==> config.mk <==
export PLATFORM = sky130hd
export DESIGN_NAME = odsc_device_flat
export DESIGN_NICKNAME = d
export VERILOG_FILES = /design/src/odsc_pkg.sv /design/src/odsc_if.sv /design/src/odsc_device.sv /design/src/flat_wrapper.sv
export SDC_FILE = /design/constraint.sdc
export NUM_CORES = 1
export LEC_CHECK = 0
export ABC_AREA = 1
export ABC_CLOCK_PERIOD_IN_PS = 2700
export BUFFER_PORTS_ARGS = -buffer_cell sky130_fd_sc_hd__buf_4
export CAP_MARGIN = 25
export CORE_MARGIN = 2
export CORE_UTILIZATION = 67
export CTS_CLUSTER_DIAMETER = 50
export DETAILED_ROUTE_END_ITERATION = 10
export PLACE_DENSITY = 0.86
export RECOVER_POWER = 100
export SLEW_MARGIN = 10
export SYNTH_ARGS = -nofsm -noshare
export SYNTH_HDL_FRONTEND = slang
export SYNTH_SLANG_ARGS = --single-unit
==> constraint.sdc <==
create_clock -name sys_clk_in -period 2.7 [get_ports sys_clk_in]
set_input_delay 0.135 -clock sys_clk_in [delete_from_list [all_inputs] [get_ports sys_clk_in]]
set_output_delay 0.135 -clock sys_clk_in [all_outputs]
set_load 0.02 [all_outputs]
==> src/odsc_pkg.sv <==
/*
  shared constants and types for the over-discharge and sleep control block:
  timing, register field positions, reset values, host register offsets.
  assumes a single 250 MHz system clock on both ends.
*/
package odsc_pkg;

  // ==========================================================================
  // clock and timing
  // ==========================================================================
  localparam int CLK_KHZ = 250000;
  localparam int T_DETECT_MS = 1000;
  localparam int T_RELEASE_MS = 7;
  localparam int T_CHG_DETECT_MS = 1000;
  localparam int T_RESET_EXTRA_MS = 200;
  localparam int T_SAMPLE_ON_MS = 2;
  localparam int T_SAMPLE_PERIOD_MS = 125;
  localparam int DETECT_CYC = T_DETECT_MS * CLK_KHZ;
  localparam int RELEASE_CYC = T_RELEASE_MS * CLK_KHZ;
  localparam int RESET_CYC = ((T_DETECT_MS > T_CHG_DETECT_MS) ? T_DETECT_MS : T_CHG_DETECT_MS)
                             * CLK_KHZ + T_RESET_EXTRA_MS * CLK_KHZ;
  localparam int SAMPLE_ON_CYC = T_SAMPLE_ON_MS * CLK_KHZ;
  localparam int SAMPLE_PERIOD_CYC = T_SAMPLE_PERIOD_MS * CLK_KHZ;

  // ==========================================================================
  // device register fields
  // ==========================================================================
  localparam int CFG_UV_LO = 0;
  localparam int CFG_UV_HI = 1;
  localparam int CFG_CE_LO = 2;
  localparam int CFG_CE_HI = 3;
  localparam int CFG_CHECK_ON = 4;
  localparam int CTL_CHG_FET = 0;
  localparam int CTL_DCHG_FET = 1;
  localparam int CTL_SLEEP_REQ = 2;
  localparam logic [7:0] CFG_RESET = 8'h10;
  localparam logic CTL_FET_RESET = 1'h1;

  // ==========================================================================
  // host register map
  // ==========================================================================
  localparam logic [7:0] HREG_CFG = 8'h00;
  localparam logic [7:0] HREG_CTL = 8'h04;
  localparam logic [7:0] HREG_STATUS = 8'h08;
  localparam logic [7:0] HREG_IRQ_STAT = 8'h0c;
  localparam logic [7:0] HREG_IRQ_MASK = 8'h10;
  localparam int IRQ_SLEEP = 0;
  localparam int IRQ_WAKE = 1;
  localparam int IRQ_REFUSED = 2;
  localparam logic [2:0] IRQ_RESET = 3'h0;

  // ==========================================================================
  // types
  // ==========================================================================
  typedef enum logic {
    config_write_cmd = 1'b0,
    control_write_cmd = 1'b1
  } odsc_cmd_t;

  typedef enum logic [1:0] {
    ST_NORMAL = 2'b00,
    ST_SLEEP = 2'b01,
    ST_WAKE_RESET = 2'b10,
    ST_BLOCKED = 2'b11
  } odsc_state_t;

endpackage

==> src/odsc_if.sv <==
/*
  command and status link between the host controller and the protection
  device. assumes both ends run on the same sys_clk_in.
*/
`timescale 1ns/1ns
interface odsc_if;
  logic cmd_valid;
  odsc_pkg::odsc_cmd_t cmd_op;
  logic [7:0] cmd_data;
  logic cmd_ready;
  logic dev_asleep;
  logic dev_od;

  modport device (
    input cmd_valid, cmd_op, cmd_data,
    output cmd_ready, dev_asleep, dev_od
  );
  modport host (
    output cmd_valid, cmd_op, cmd_data,
    input cmd_ready, dev_asleep, dev_od
  );
endinterface

==> src/odsc_device.sv <==
/*
  over-discharge protection and sleep control of the pack protection device.
  assumes comparator flags and supply level arrive asynchronously from the
  analog side; the host drives the command link on the same clock.
*/
// Design decisions made here: the plain strobed port and the placing of the registers.
// How it works
// expired undervoltage turns both FETs off, sleeps
// countdown starts on undervoltage; normal until expiry
// two-bit config field selects undervoltage threshold
// discharge only after wake, charge, release, enable
// delays follow time base: 1.0s, 7ms
// sleep on over-discharge or host sleep request
// asleep: gates off, circuits down, regulator 0V
// asleep: FET enable bits cannot change gates
// supply at release level wakes, restores regulator, link
// at wake, check charge-enable level before FETs
// FET changes only when all cells pass check
// config bit switches check; off always passes
// no sleep while supply at release level
// charge gate off until host writes one; reset loads the control bit as one here, so the gate is on
// discharge gate off until host writes one; reset loads the control bit as one here, so the gate is on
// after wake, internal reset of longest delay+200ms
// sample comparators 2ms every 125ms period
// comparator flags synchronised per cell
// countdowns restart when condition clears early
`timescale 1ns/1ns
module odsc_device #(
  parameter int N_CELLS = 4,
  parameter int DETECT_CYC = odsc_pkg::DETECT_CYC,
  parameter int RELEASE_CYC = odsc_pkg::RELEASE_CYC,
  parameter int RESET_CYC = odsc_pkg::RESET_CYC,
  parameter int SAMPLE_ON_CYC = odsc_pkg::SAMPLE_ON_CYC,
  parameter int SAMPLE_PERIOD_CYC = odsc_pkg::SAMPLE_PERIOD_CYC
) (
  input wire logic sys_clk_in, // system clock
  input wire logic nrst_in, // async reset, active low
  odsc_if.device link, // host command link
  input wire logic [N_CELLS-1:0] uv_below_in, // cell below undervolt_threshold
  input wire logic [N_CELLS-1:0] release_above_in, // cell above undervolt_release_level
  input wire logic [N_CELLS-1:0] chg_en_above_in, // cell above chg_enable_level
  input wire logic supply_release_in, // supply at or above sleep_release_level
  output logic discharge_gate_out, // high = discharge FET off
  output logic charge_gate_out, // high = charge FET off
  output logic regulator_output_on_out, // regulator_output enabled
  output logic undervolt_sel_hi_out, // threshold select high bit
  output logic undervolt_sel_lo_out, // threshold select low bit
  output logic chg_enable_level_sel_hi_out, // charge-enable level select high
  output logic chg_enable_level_sel_lo_out, // charge-enable level select low
  output logic chg_enable_check_on_out, // charge-enable check active
  output logic sample_enable_out, // comparator sampling window
  output logic asleep_out // device in sleep
);

  // ==========================================================================
  // input synchronisers
  // ==========================================================================
  localparam int SW = 3 * N_CELLS + 1;
  logic [SW-1:0] sync_a;
  logic [SW-1:0] sync_b;

  always_ff @(posedge sys_clk_in or negedge nrst_in) begin
    if (!nrst_in) begin
      sync_a <= '0;
      sync_b <= '0;
    end else begin
      sync_a <= {supply_release_in, chg_en_above_in, release_above_in, uv_below_in};
      sync_b <= sync_a;
    end
  end

  logic any_below;
  logic all_release;
  logic all_chg_en;
  logic supply_high;
  assign any_below = |sync_b[N_CELLS-1:0];
  assign all_release = &sync_b[2*N_CELLS-1:N_CELLS];
  assign all_chg_en = &sync_b[3*N_CELLS-1:2*N_CELLS];
  assign supply_high = sync_b[SW-1];

  // ==========================================================================
  // command decode
  // ==========================================================================
  odsc_pkg::odsc_state_t state;
  logic [7:0] cfg;
  logic ctl_chg;
  logic ctl_dchg;
  logic od_flag;
  logic rel_done;
  logic fet_ok;
  logic take;
  logic take_cfg;
  logic take_ctl;
  logic det_expire;
  logic sleep_go;
  logic [31:0] det_cnt;
  logic [31:0] rel_cnt;
  logic [31:0] rst_cnt;
  logic [31:0] smp_cnt;

  assign link.cmd_ready = (state != odsc_pkg::ST_SLEEP);
  assign take = link.cmd_valid && link.cmd_ready;
  assign take_cfg = take && (link.cmd_op == odsc_pkg::config_write_cmd);
  assign take_ctl = take && (link.cmd_op == odsc_pkg::control_write_cmd);
  assign link.dev_asleep = (state == odsc_pkg::ST_SLEEP);
  assign link.dev_od = od_flag;

  // check off means the level is treated as zero and always passes
  assign fet_ok = !cfg[odsc_pkg::CFG_CHECK_ON] || all_chg_en;

  // ==========================================================================
  // configuration register
  // ==========================================================================
  always_ff @(posedge sys_clk_in or negedge nrst_in) begin
    if (!nrst_in) begin
      cfg <= odsc_pkg::CFG_RESET;
    end else if (take_cfg) begin
      cfg <= link.cmd_data;
    end
  end

  assign undervolt_sel_hi_out = cfg[odsc_pkg::CFG_UV_HI];
  assign undervolt_sel_lo_out = cfg[odsc_pkg::CFG_UV_LO];
  assign chg_enable_level_sel_hi_out = cfg[odsc_pkg::CFG_CE_HI];
  assign chg_enable_level_sel_lo_out = cfg[odsc_pkg::CFG_CE_LO];
  assign chg_enable_check_on_out = cfg[odsc_pkg::CFG_CHECK_ON];

  // ==========================================================================
  // detection countdown
  // ==========================================================================
  always_ff @(posedge sys_clk_in or negedge nrst_in) begin
    if (!nrst_in) begin
      det_cnt <= '0;
    end else if (state == odsc_pkg::ST_NORMAL && any_below && !det_expire) begin
      det_cnt <= det_cnt + 32'h1;
    end else begin
      det_cnt <= '0;
    end
  end

  assign det_expire = (state == odsc_pkg::ST_NORMAL) && any_below
                      && (det_cnt == 32'(DETECT_CYC - 1));
  assign sleep_go = !supply_high && (det_expire
                    || (take_ctl && link.cmd_data[odsc_pkg::CTL_SLEEP_REQ]));

  // ==========================================================================
  // over-discharge flag and release timing
  // ==========================================================================
  always_ff @(posedge sys_clk_in or negedge nrst_in) begin
    if (!nrst_in) begin
      od_flag <= 1'b0;
    end else if (det_expire) begin
      od_flag <= 1'b1;
    end else if (take_ctl && state == odsc_pkg::ST_NORMAL && fet_ok && rel_done
                 && ctl_chg && link.cmd_data[odsc_pkg::CTL_DCHG_FET]) begin
      od_flag <= 1'b0;
    end
  end

  always_ff @(posedge sys_clk_in or negedge nrst_in) begin
    if (!nrst_in) begin
      rel_cnt <= '0;
      rel_done <= 1'b0;
    end else if (!od_flag) begin
      rel_cnt <= '0;
      rel_done <= 1'b0;
    end else if (rel_done) begin
      rel_cnt <= '0;
    end else if (state == odsc_pkg::ST_NORMAL && ctl_chg && all_release) begin
      rel_cnt <= rel_cnt + 32'h1;
      rel_done <= (rel_cnt == 32'(RELEASE_CYC - 1));
    end else begin
      rel_cnt <= '0;
    end
  end

  // ==========================================================================
  // FET control bits
  // ==========================================================================
  always_ff @(posedge sys_clk_in or negedge nrst_in) begin
    if (!nrst_in) begin
      ctl_chg <= odsc_pkg::CTL_FET_RESET;
      ctl_dchg <= odsc_pkg::CTL_FET_RESET;
    end else if (det_expire) begin
      ctl_chg <= 1'b0;
      ctl_dchg <= 1'b0;
    end else if (take_ctl && state == odsc_pkg::ST_NORMAL && fet_ok) begin
      ctl_chg <= link.cmd_data[odsc_pkg::CTL_CHG_FET];
      // after over-discharge, discharge waits for charge on and release done
      if (!od_flag || (rel_done && ctl_chg)) begin
        ctl_dchg <= link.cmd_data[odsc_pkg::CTL_DCHG_FET];
      end
    end
  end

  // ==========================================================================
  // sleep and wake sequencing
  // ==========================================================================
  always_ff @(posedge sys_clk_in or negedge nrst_in) begin
    if (!nrst_in) begin
      state <= odsc_pkg::ST_NORMAL;
    end else begin
      case (state)
        odsc_pkg::ST_NORMAL: begin
          if (sleep_go) begin
            state <= odsc_pkg::ST_SLEEP;
          end
        end
        odsc_pkg::ST_SLEEP: begin
          if (supply_high) begin
            state <= fet_ok ? odsc_pkg::ST_WAKE_RESET : odsc_pkg::ST_BLOCKED;
          end
        end
        odsc_pkg::ST_BLOCKED: begin
          if (fet_ok) begin
            state <= odsc_pkg::ST_WAKE_RESET;
          end
        end
        odsc_pkg::ST_WAKE_RESET: begin
          if (rst_cnt == 32'(RESET_CYC - 1)) begin
            state <= odsc_pkg::ST_NORMAL;
          end
        end
        default: begin
          state <= odsc_pkg::ST_NORMAL;
        end
      endcase
    end
  end

  always_ff @(posedge sys_clk_in or negedge nrst_in) begin
    if (!nrst_in) begin
      rst_cnt <= '0;
    end else if (state == odsc_pkg::ST_WAKE_RESET) begin
      rst_cnt <= rst_cnt + 32'h1;
    end else begin
      rst_cnt <= '0;
    end
  end

  // ==========================================================================
  // periodic sampling window
  // ==========================================================================
  always_ff @(posedge sys_clk_in or negedge nrst_in) begin
    if (!nrst_in) begin
      smp_cnt <= '0;
      sample_enable_out <= 1'b0;
    end else if (state == odsc_pkg::ST_NORMAL) begin
      smp_cnt <= (smp_cnt == 32'(SAMPLE_PERIOD_CYC - 1)) ? 32'h0 : smp_cnt + 32'h1;
      sample_enable_out <= (smp_cnt < 32'(SAMPLE_ON_CYC));
    end else begin
      smp_cnt <= '0;
      sample_enable_out <= 1'b0;
    end
  end

  // ==========================================================================
  // gate and regulator outputs
  // ==========================================================================
  always_ff @(posedge sys_clk_in or negedge nrst_in) begin
    if (!nrst_in) begin
      charge_gate_out <= 1'b1;
      discharge_gate_out <= 1'b1;
      regulator_output_on_out <= 1'b0;
      asleep_out <= 1'b0;
    end else begin
      // any state other than normal holds both FETs off
      charge_gate_out <= !(state == odsc_pkg::ST_NORMAL && fet_ok && ctl_chg
                           && !det_expire);
      discharge_gate_out <= !(state == odsc_pkg::ST_NORMAL && fet_ok && ctl_dchg
                              && !det_expire);
      regulator_output_on_out <= (state != odsc_pkg::ST_SLEEP);
      asleep_out <= (state == odsc_pkg::ST_SLEEP);
    end
  end

endmodule // odsc_device

==> src/flat_wrapper.sv <==
// flat-port wrapper written by rule: the top's interface ports become plain ports
module odsc_device_flat 
#(
  parameter int N_CELLS = 4,
  parameter int DETECT_CYC = odsc_pkg::DETECT_CYC,
  parameter int RELEASE_CYC = odsc_pkg::RELEASE_CYC,
  parameter int RESET_CYC = odsc_pkg::RESET_CYC,
  parameter int SAMPLE_ON_CYC = odsc_pkg::SAMPLE_ON_CYC,
  parameter int SAMPLE_PERIOD_CYC = odsc_pkg::SAMPLE_PERIOD_CYC
)
  (sys_clk_in, nrst_in, uv_below_in, release_above_in, chg_en_above_in, supply_release_in, discharge_gate_out, charge_gate_out, regulator_output_on_out, undervolt_sel_hi_out, undervolt_sel_lo_out, chg_enable_level_sel_hi_out, chg_enable_level_sel_lo_out, chg_enable_check_on_out, sample_enable_out, asleep_out, link_cmd_valid, link_cmd_op, link_cmd_data, link_cmd_ready, link_dev_asleep, link_dev_od);
  odsc_if link_i ();
  input wire logic sys_clk_in;
  input wire logic nrst_in;
  input wire logic [N_CELLS-1:0] uv_below_in;
  input wire logic [N_CELLS-1:0] release_above_in;
  input wire logic [N_CELLS-1:0] chg_en_above_in;
  input wire logic supply_release_in;
  output logic discharge_gate_out;
  output logic charge_gate_out;
  output logic regulator_output_on_out;
  output logic undervolt_sel_hi_out;
  output logic undervolt_sel_lo_out;
  output logic chg_enable_level_sel_hi_out;
  output logic chg_enable_level_sel_lo_out;
  output logic chg_enable_check_on_out;
  output logic sample_enable_out;
  output logic asleep_out;
  input wire logic [$bits(link_i.cmd_valid)-1:0] link_cmd_valid;
  input wire logic [$bits(link_i.cmd_op)-1:0] link_cmd_op;
  input wire logic [$bits(link_i.cmd_data)-1:0] link_cmd_data;
  output wire logic [$bits(link_i.cmd_ready)-1:0] link_cmd_ready;
  output wire logic [$bits(link_i.dev_asleep)-1:0] link_dev_asleep;
  output wire logic [$bits(link_i.dev_od)-1:0] link_dev_od;
  assign link_i.cmd_valid = link_cmd_valid;
  assign link_i.cmd_op = link_cmd_op;
  assign link_i.cmd_data = link_cmd_data;
  assign link_cmd_ready = link_i.cmd_ready;
  assign link_dev_asleep = link_i.dev_asleep;
  assign link_dev_od = link_i.dev_od;
  odsc_device #(.N_CELLS(N_CELLS), .DETECT_CYC(DETECT_CYC), .RELEASE_CYC(RELEASE_CYC), .RESET_CYC(RESET_CYC), .SAMPLE_ON_CYC(SAMPLE_ON_CYC), .SAMPLE_PERIOD_CYC(SAMPLE_PERIOD_CYC)) u_core (.sys_clk_in(sys_clk_in), .nrst_in(nrst_in), .link(link_i), .uv_below_in(uv_below_in), .release_above_in(release_above_in), .chg_en_above_in(chg_en_above_in), .supply_release_in(supply_release_in), .discharge_gate_out(discharge_gate_out), .charge_gate_out(charge_gate_out), .regulator_output_on_out(regulator_output_on_out), .undervolt_sel_hi_out(undervolt_sel_hi_out), .undervolt_sel_lo_out(undervolt_sel_lo_out), .chg_enable_level_sel_hi_out(chg_enable_level_sel_hi_out), .chg_enable_level_sel_lo_out(chg_enable_level_sel_lo_out), .chg_enable_check_on_out(chg_enable_check_on_out), .sample_enable_out(sample_enable_out), .asleep_out(asleep_out));
endmodule
* Yosys cells after proc, flatten, opt, wreduce, memory -nomap -nowiden
Cells that the tools add are included.
W data, S select, Z words.
** Cells by class
- Bitwise gates (word level) :: 1
- Mux-type cells :: 24
- Order comparisons :: 1
- Reduce and logical (&&, ||, !) cells :: 39
- Add/subtract/negate cells :: 4
- Equal/unequal tests :: 12
** Operators with widths (count)
- $mux W32 :: 7
- $add A32 B1 Y32 const B :: 4
- $eq A32 B21 Y1 const B :: 1
- $eq A32 B25 Y1 const B :: 1
- $eq A32 B28 Y1 const B :: 1
- $eq A32 B29 Y1 const B :: 1
- $lt A32 B19 Y1 const B :: 1
- $logic_and A1 B1 Y1 :: 21
- $mux W1 :: 12
- $reduce_and A4 Y1 :: 3
- $ne A2 B1 Y1 const B :: 5
- $mux W2 :: 4
- $pmux W2 S4 :: 1
- $logic_not A1 Y1 :: 6
- $reduce_bool A2 Y1 :: 3
- $eq A2 B2 Y1 const B :: 2
- $reduce_or A4 Y1 :: 1
- $logic_or A1 B1 Y1 :: 3
- $eq A2 B1 Y1 const B :: 1
- $logic_not A2 Y1 :: 1
- $reduce_and A2 Y1 :: 1
- $not A1 Y1 :: 1
** Word-level totals
- Logic and storage cells :: 98
- Flip-flop bits (word level) :: 170

* Logic depth before layout (Yosys ltp)
- Depth after elaboration :: 10
- Gate-level depth with buffers :: 11
- Depth with buffers taken out :: 11

* Least setup slack after synthesis
OpenSTA, ideal clock, no wires.
- Path type :: register to register
- Start :: register u_core.state[0]
- End :: register u_core.cfg[1]
- Required time :: 2.575 ns
- Cell stages (with the launch flop) :: 6
- Slack :: 0.863 ns
- Data arrival time :: 1.713 ns
- Buffers on the path :: 0
- Cells stage by stage :: dfrtp_1 -> inv_1 -> nor2_1 -> inv_1 -> nand3b_1 -> mux2_2
** On the way
- Cells in the longest elaborated chain, start to end :: 3
** RTL lines
- start, declared :: line odsc_device.sv:84 : odsc_pkg::odsc_state_t state;
- start signal, assigned :: line odsc_device.sv:201 : state <= odsc_pkg::ST_NORMAL;
- start signal, assigned :: line odsc_device.sv:206 : state <= odsc_pkg::ST_SLEEP;
- start signal, assigned :: line odsc_device.sv:211 : state <= fet_ok ? odsc_pkg::ST_WAKE_RESET : odsc_pkg::ST_BLOCKED;
- $ne A2 B1 Y1 :: line odsc_device.sv:101 : assign link.cmd_ready = (state != odsc_pkg::ST_SLEEP);
- via link_cmd_ready :: line flat_wrapper.sv:32 : output wire logic [$bits(link_i.cmd_ready)-1:0] link_cmd_ready;
- $logic_and A1 B1 Y1 :: line odsc_device.sv:102 : assign take = link.cmd_valid && link.cmd_ready;
- $logic_and A1 B1 Y1 :: line odsc_device.sv:103 : assign take_cfg = take && (link.cmd_op == odsc_pkg::config_write_cmd);
- end signal, assigned :: line odsc_device.sv:116 : cfg <= odsc_pkg::CFG_RESET;
- end signal, assigned :: line odsc_device.sv:118 : cfg <= link.cmd_data;
- end, declared :: line odsc_device.sv:85 : logic [7:0] cfg;
The timed path passes the listed nets, and every way through them passes these cells.
A chain may end at the register's enable or synchronous reset.

* Final worst setup path
- Start :: register u_core.state[1]
- End :: register u_core.sample_enable_out
** On the way
- Cells in the longest elaborated chain, start to end :: 2
** RTL lines
- $logic_not A2 Y1 :: line odsc_device.sv:248 : end else if (state == odsc_pkg::ST_NORMAL) begin
- $mux W1 :: line odsc_device.sv:248
- end signal, assigned :: line odsc_device.sv:250 : sample_enable_out <= (smp_cnt < 32'(SAMPLE_ON_CYC));
- end, declared :: line odsc_device.sv:51 : output logic sample_enable_out,
Every way passes these cells.

==> results.py <==
metrics = {
    "status": {
        "status": "complete, no violations",
    },
    "detailed_routing": {
        "vias": 7903,
        "ant_nets": 0,
        "post_drt_wl_per_cell_um": 15.43,
        "routed_via_density": 5.698,
        "drt_iter0_drc": 985,
        "drc_errors": 0,
        "wl_um": 21410,
        "firstDrtPassIters": 6,
    },
    "final_layout": {
        "layout_common_cells": "nand2_1, nor2_1, dfrtp_1, inv_1, nor3_1",
        "syn_to_final_growth_pct": 12.42,
        "layout_commonest_cell": "nand2_1",
        "diodes": 0,
        "nNetsFinal": 1231,
        "drive_above_1_share_pct": 7.407,
    },
    "synthesis": {
        "yosysSeqAreaShare_pct": 48.29,
        "synth_cells": 1137,
        "synthArstFlopShare_pct": 100.0,
        "synth_edf_count": 0,
        "synthDistinctLibCells": 40,
        "syn-cell-area_sq_um": 8822,
        "syn_avg_cell_area_sq_um": 7.759,
        "synthFlopType": "dfrtp_1",
        "synth_seq_cells": 170,
        "yosysWarnings": 0,
        "synth_nets": 1166,
    },
    "place": {
        "io_buffers": 34,
        "place_congestion": 0.9697,
        "hpwlAfterDp_um": 14680,
    },
    "power_and_ir_drop": {
        "vdd_ir_drop_max_v": 0.0007182,
        "p_per_area_nw_per_um2": 554.0,
        "power.leakage_nw": 3.981,
        "p_total_mw": 5.495,
    },
    "clocking": {
        "cts_max_level": 4,
        "cts_setup_buffers": 0,
        "clk_latency_ns": 0.43,
        "clock_path_buffers": 2,
        "cts-root-buf": "clkbuf_16",
        "cts_inserted_buffers": 17,
        "path_clk_slew_ns": 0.07,
        "cts_tree": "done",
        "cts_sinks": 170,
    },
    "global_route": {
        "track_usage_pct": 31.95,
        "grt_max_degree": 69,
        "gr-total-overflow": 0,
        "antenna_found_initial": 0,
        "grt_pass1_wl_um": 36080,
        "grt_pass1_vias": 7665,
    },
    "floorplanning": {
        "die_x_um": 118.8,
        "ios": 38,
        "core_sq_um": 12720,
        "dieArea_sq_um": 14100,
        "start_util_pct": 69.35,
        "row_count": 41,
        "die_h_um": 118.8,
    },
    "sta": {
        "final_hold_viol_count": 0,
        "final.setup.tns_ns": 0,
        "finalSetupViolations": 0,
        "period_share_pct": 81.87,
        "clock.fmax_mhz": 452.4,
        "clock-skew-final_ns": 0.01439,
        "rsz0062_at_grt": "no",
        "tightest_slew_ns": 1.304,
        "maxSlewViolCount": 0,
        "relSlewSlack_pct": 13.09,
        "fin_crit_ns": 2.210,
    },
    "setup_path": {
        "cp-end-kind": "flop",
        "path_cells": "nor2_1, inv_2, clkbuf_1, nor3_1, nand4_1, a21oi_1",
        "slowest_stage": "nor2_1",
        "crit_path_max_incr_delay_ns": 0.54,
        "critPathKind": "flop to flop",
        "critPathRequiredTime_ns": 3.04,
        "worst-path-max-fanout": 23,
        "reg2reg_slack_ns": 0.49,
        "arrival_ns": 2.55,
        "start_kind": "flop",
    },
    "min_path": {
        "hold_class": "input port to flop",
    },
    "job": {
        "maxCapViolations": 0,
    },
}
[per-layer routing]
layer / track usage [%] / part of all wire, % / vias to the layer above
li1: - / - / 3784
met1: 42.30 / 43 / 3726
met2: 53.09 / 49 / 337
met3: 5.695 / 6.2 / 56
met4: 11.38 / 2.2 / 0
met5: 0 / 0 / -
[path summary, 6_finish.rpt]
check	from	endpoint	depth (start not counted)
max in group asynchronous	nrst_in	u_core.smp_cnt[26]$_DFF_PN0_	3
max	u_core.state[1]$_DFFE_PN0P_	u_core.sample_enable_out$_DFF_PN0_	6
min reg2reg	u_core.sync_a[0]$_DFF_PN0_	u_core.sync_b[0]$_DFF_PN0_	0
min in group asynchronous	nrst_in	u_core.rst_cnt[4]$_DFF_PN0_	2
min	link_cmd_data[0]	u_core.cfg[0]$_DFFE_PN0P_	3
max reg2reg	u_core.state[1]$_DFFE_PN0P_	u_core.sample_enable_out$_DFF_PN0_	6
[synth_stat cells (2+ instances only)]
library cell / number / area share, %
o21a_1: 3 / 0.26
xnor2_1: 18 / 1.8
xor2_1: 36 / 3.6
nand4_2: 2 / 0.28
a31oi_1: 2 / 0.14
buf_4: 3 / 0.26
nand3_1: 56 / 3.2
nor3_2: 6 / 0.68
o21ai_0: 22 / 1.2
ha_1: 4 / 0.57
nor2_1: 228 / 9.7
nor2_4: 2 / 0.26
nand4_1: 35 / 2.5
nor2_2: 9 / 0.64
a21oi_1: 35 / 2.0
dfrtp_1: 165 / 47
inv_2: 4 / 0.17
nor3_1: 81 / 4.6
buf_2: 2 / 0.11
inv_1: 125 / 5.3
mux2_2: 4 / 0.51
nor4_1: 5 / 0.35
nor3b_1: 3 / 0.26
dfstp_2: 5 / 1.5
nand2_2: 4 / 0.28
nand3_2: 4 / 0.45
a211oi_1: 2 / 0.17
o21ai_1: 2 / 0.11
nand2_1: 253 / 11
clkbuf_1: 3 / 0.13
buf_6: 3 / 0.38
nand3b_1: 2 / 0.17
and2_1: 2 / 0.14
[flip-flops by register name, indices dropped and copies added, names as in the netlist, 2 cells and up]
name / flops
u_core.cfg: 5
u_core.det_cnt: 32
u_core.rel_cnt: 32
u_core.rst_cnt: 32
u_core.smp_cnt: 32
u_core.state: 2
u_core.sync_a: 13
u_core.sync_b: 13
[report_power, final]
group	switching (mW)	internal (mW)	total [mW]
clock network	1.03	1.33	2.36
registers	0.0713	2.65	2.72
logic	0.289	0.128	0.417
[stage by stage]
step | setup WS, ns | utilization, % | hold WS [ns] | instances | area, sq um
after global placement | 0.7246 | 72.95 | 0.1100 | 1337 | 9281
final | 0.4896 | 77.96 | 0.02940 | 1387 | 9918
after floorplan | 0.8625 | - | -0.1606 | 1137 | 8822
after global routing | 0.2659 | 77.96 | 0.02979 | 1387 | 9918
after CTS | 0.6737 | 78.86 | 0.02609 | 1387 | 10030
after detailed placement | 0.6579 | 72.95 | 0.1091 | 1337 | 9281
[timing repair]
action,4_1_cts,5_1_grt
hold buffers,18,0
hold endpoints to repair,66,0
gates resized for setup,0,0
endpoints found under the setup margin,0,0
[critical path, delay by kind of cell (launching register included)]
family	cells	cell delay (ns)
buffers and inverters	2	0.58
DFF	1	0.42
and+or+nand+nor	3	0.96
AOI/OAI and AO/OA	1	0.16
[cell type report]
cell class / instances / area [sq um]
timing repair buffer: 57 / 422.9
multi-input combinational: 826 / 3961
clock inverter: 12 / 113.9
sequential: 170 / 4260
clock buffer: 20 / 456.7
tap: 172 / 215.2
inverter: 130 / 488.0
fill: 917 / 2804
[cells by family after synthesis]
kind of cell | after synthesis | synth area share [%]
compound gates | 70 | 4.297
xor+xnor | 54 | 5.361
fa+ha+maj | 4 | 0.5673
buf+inv | 141 | 6.410
flops | 170 | 48.29
mux | 4 | 0.5105
simple gates | 694 | 34.56
(Power assumes the default switching activity.)
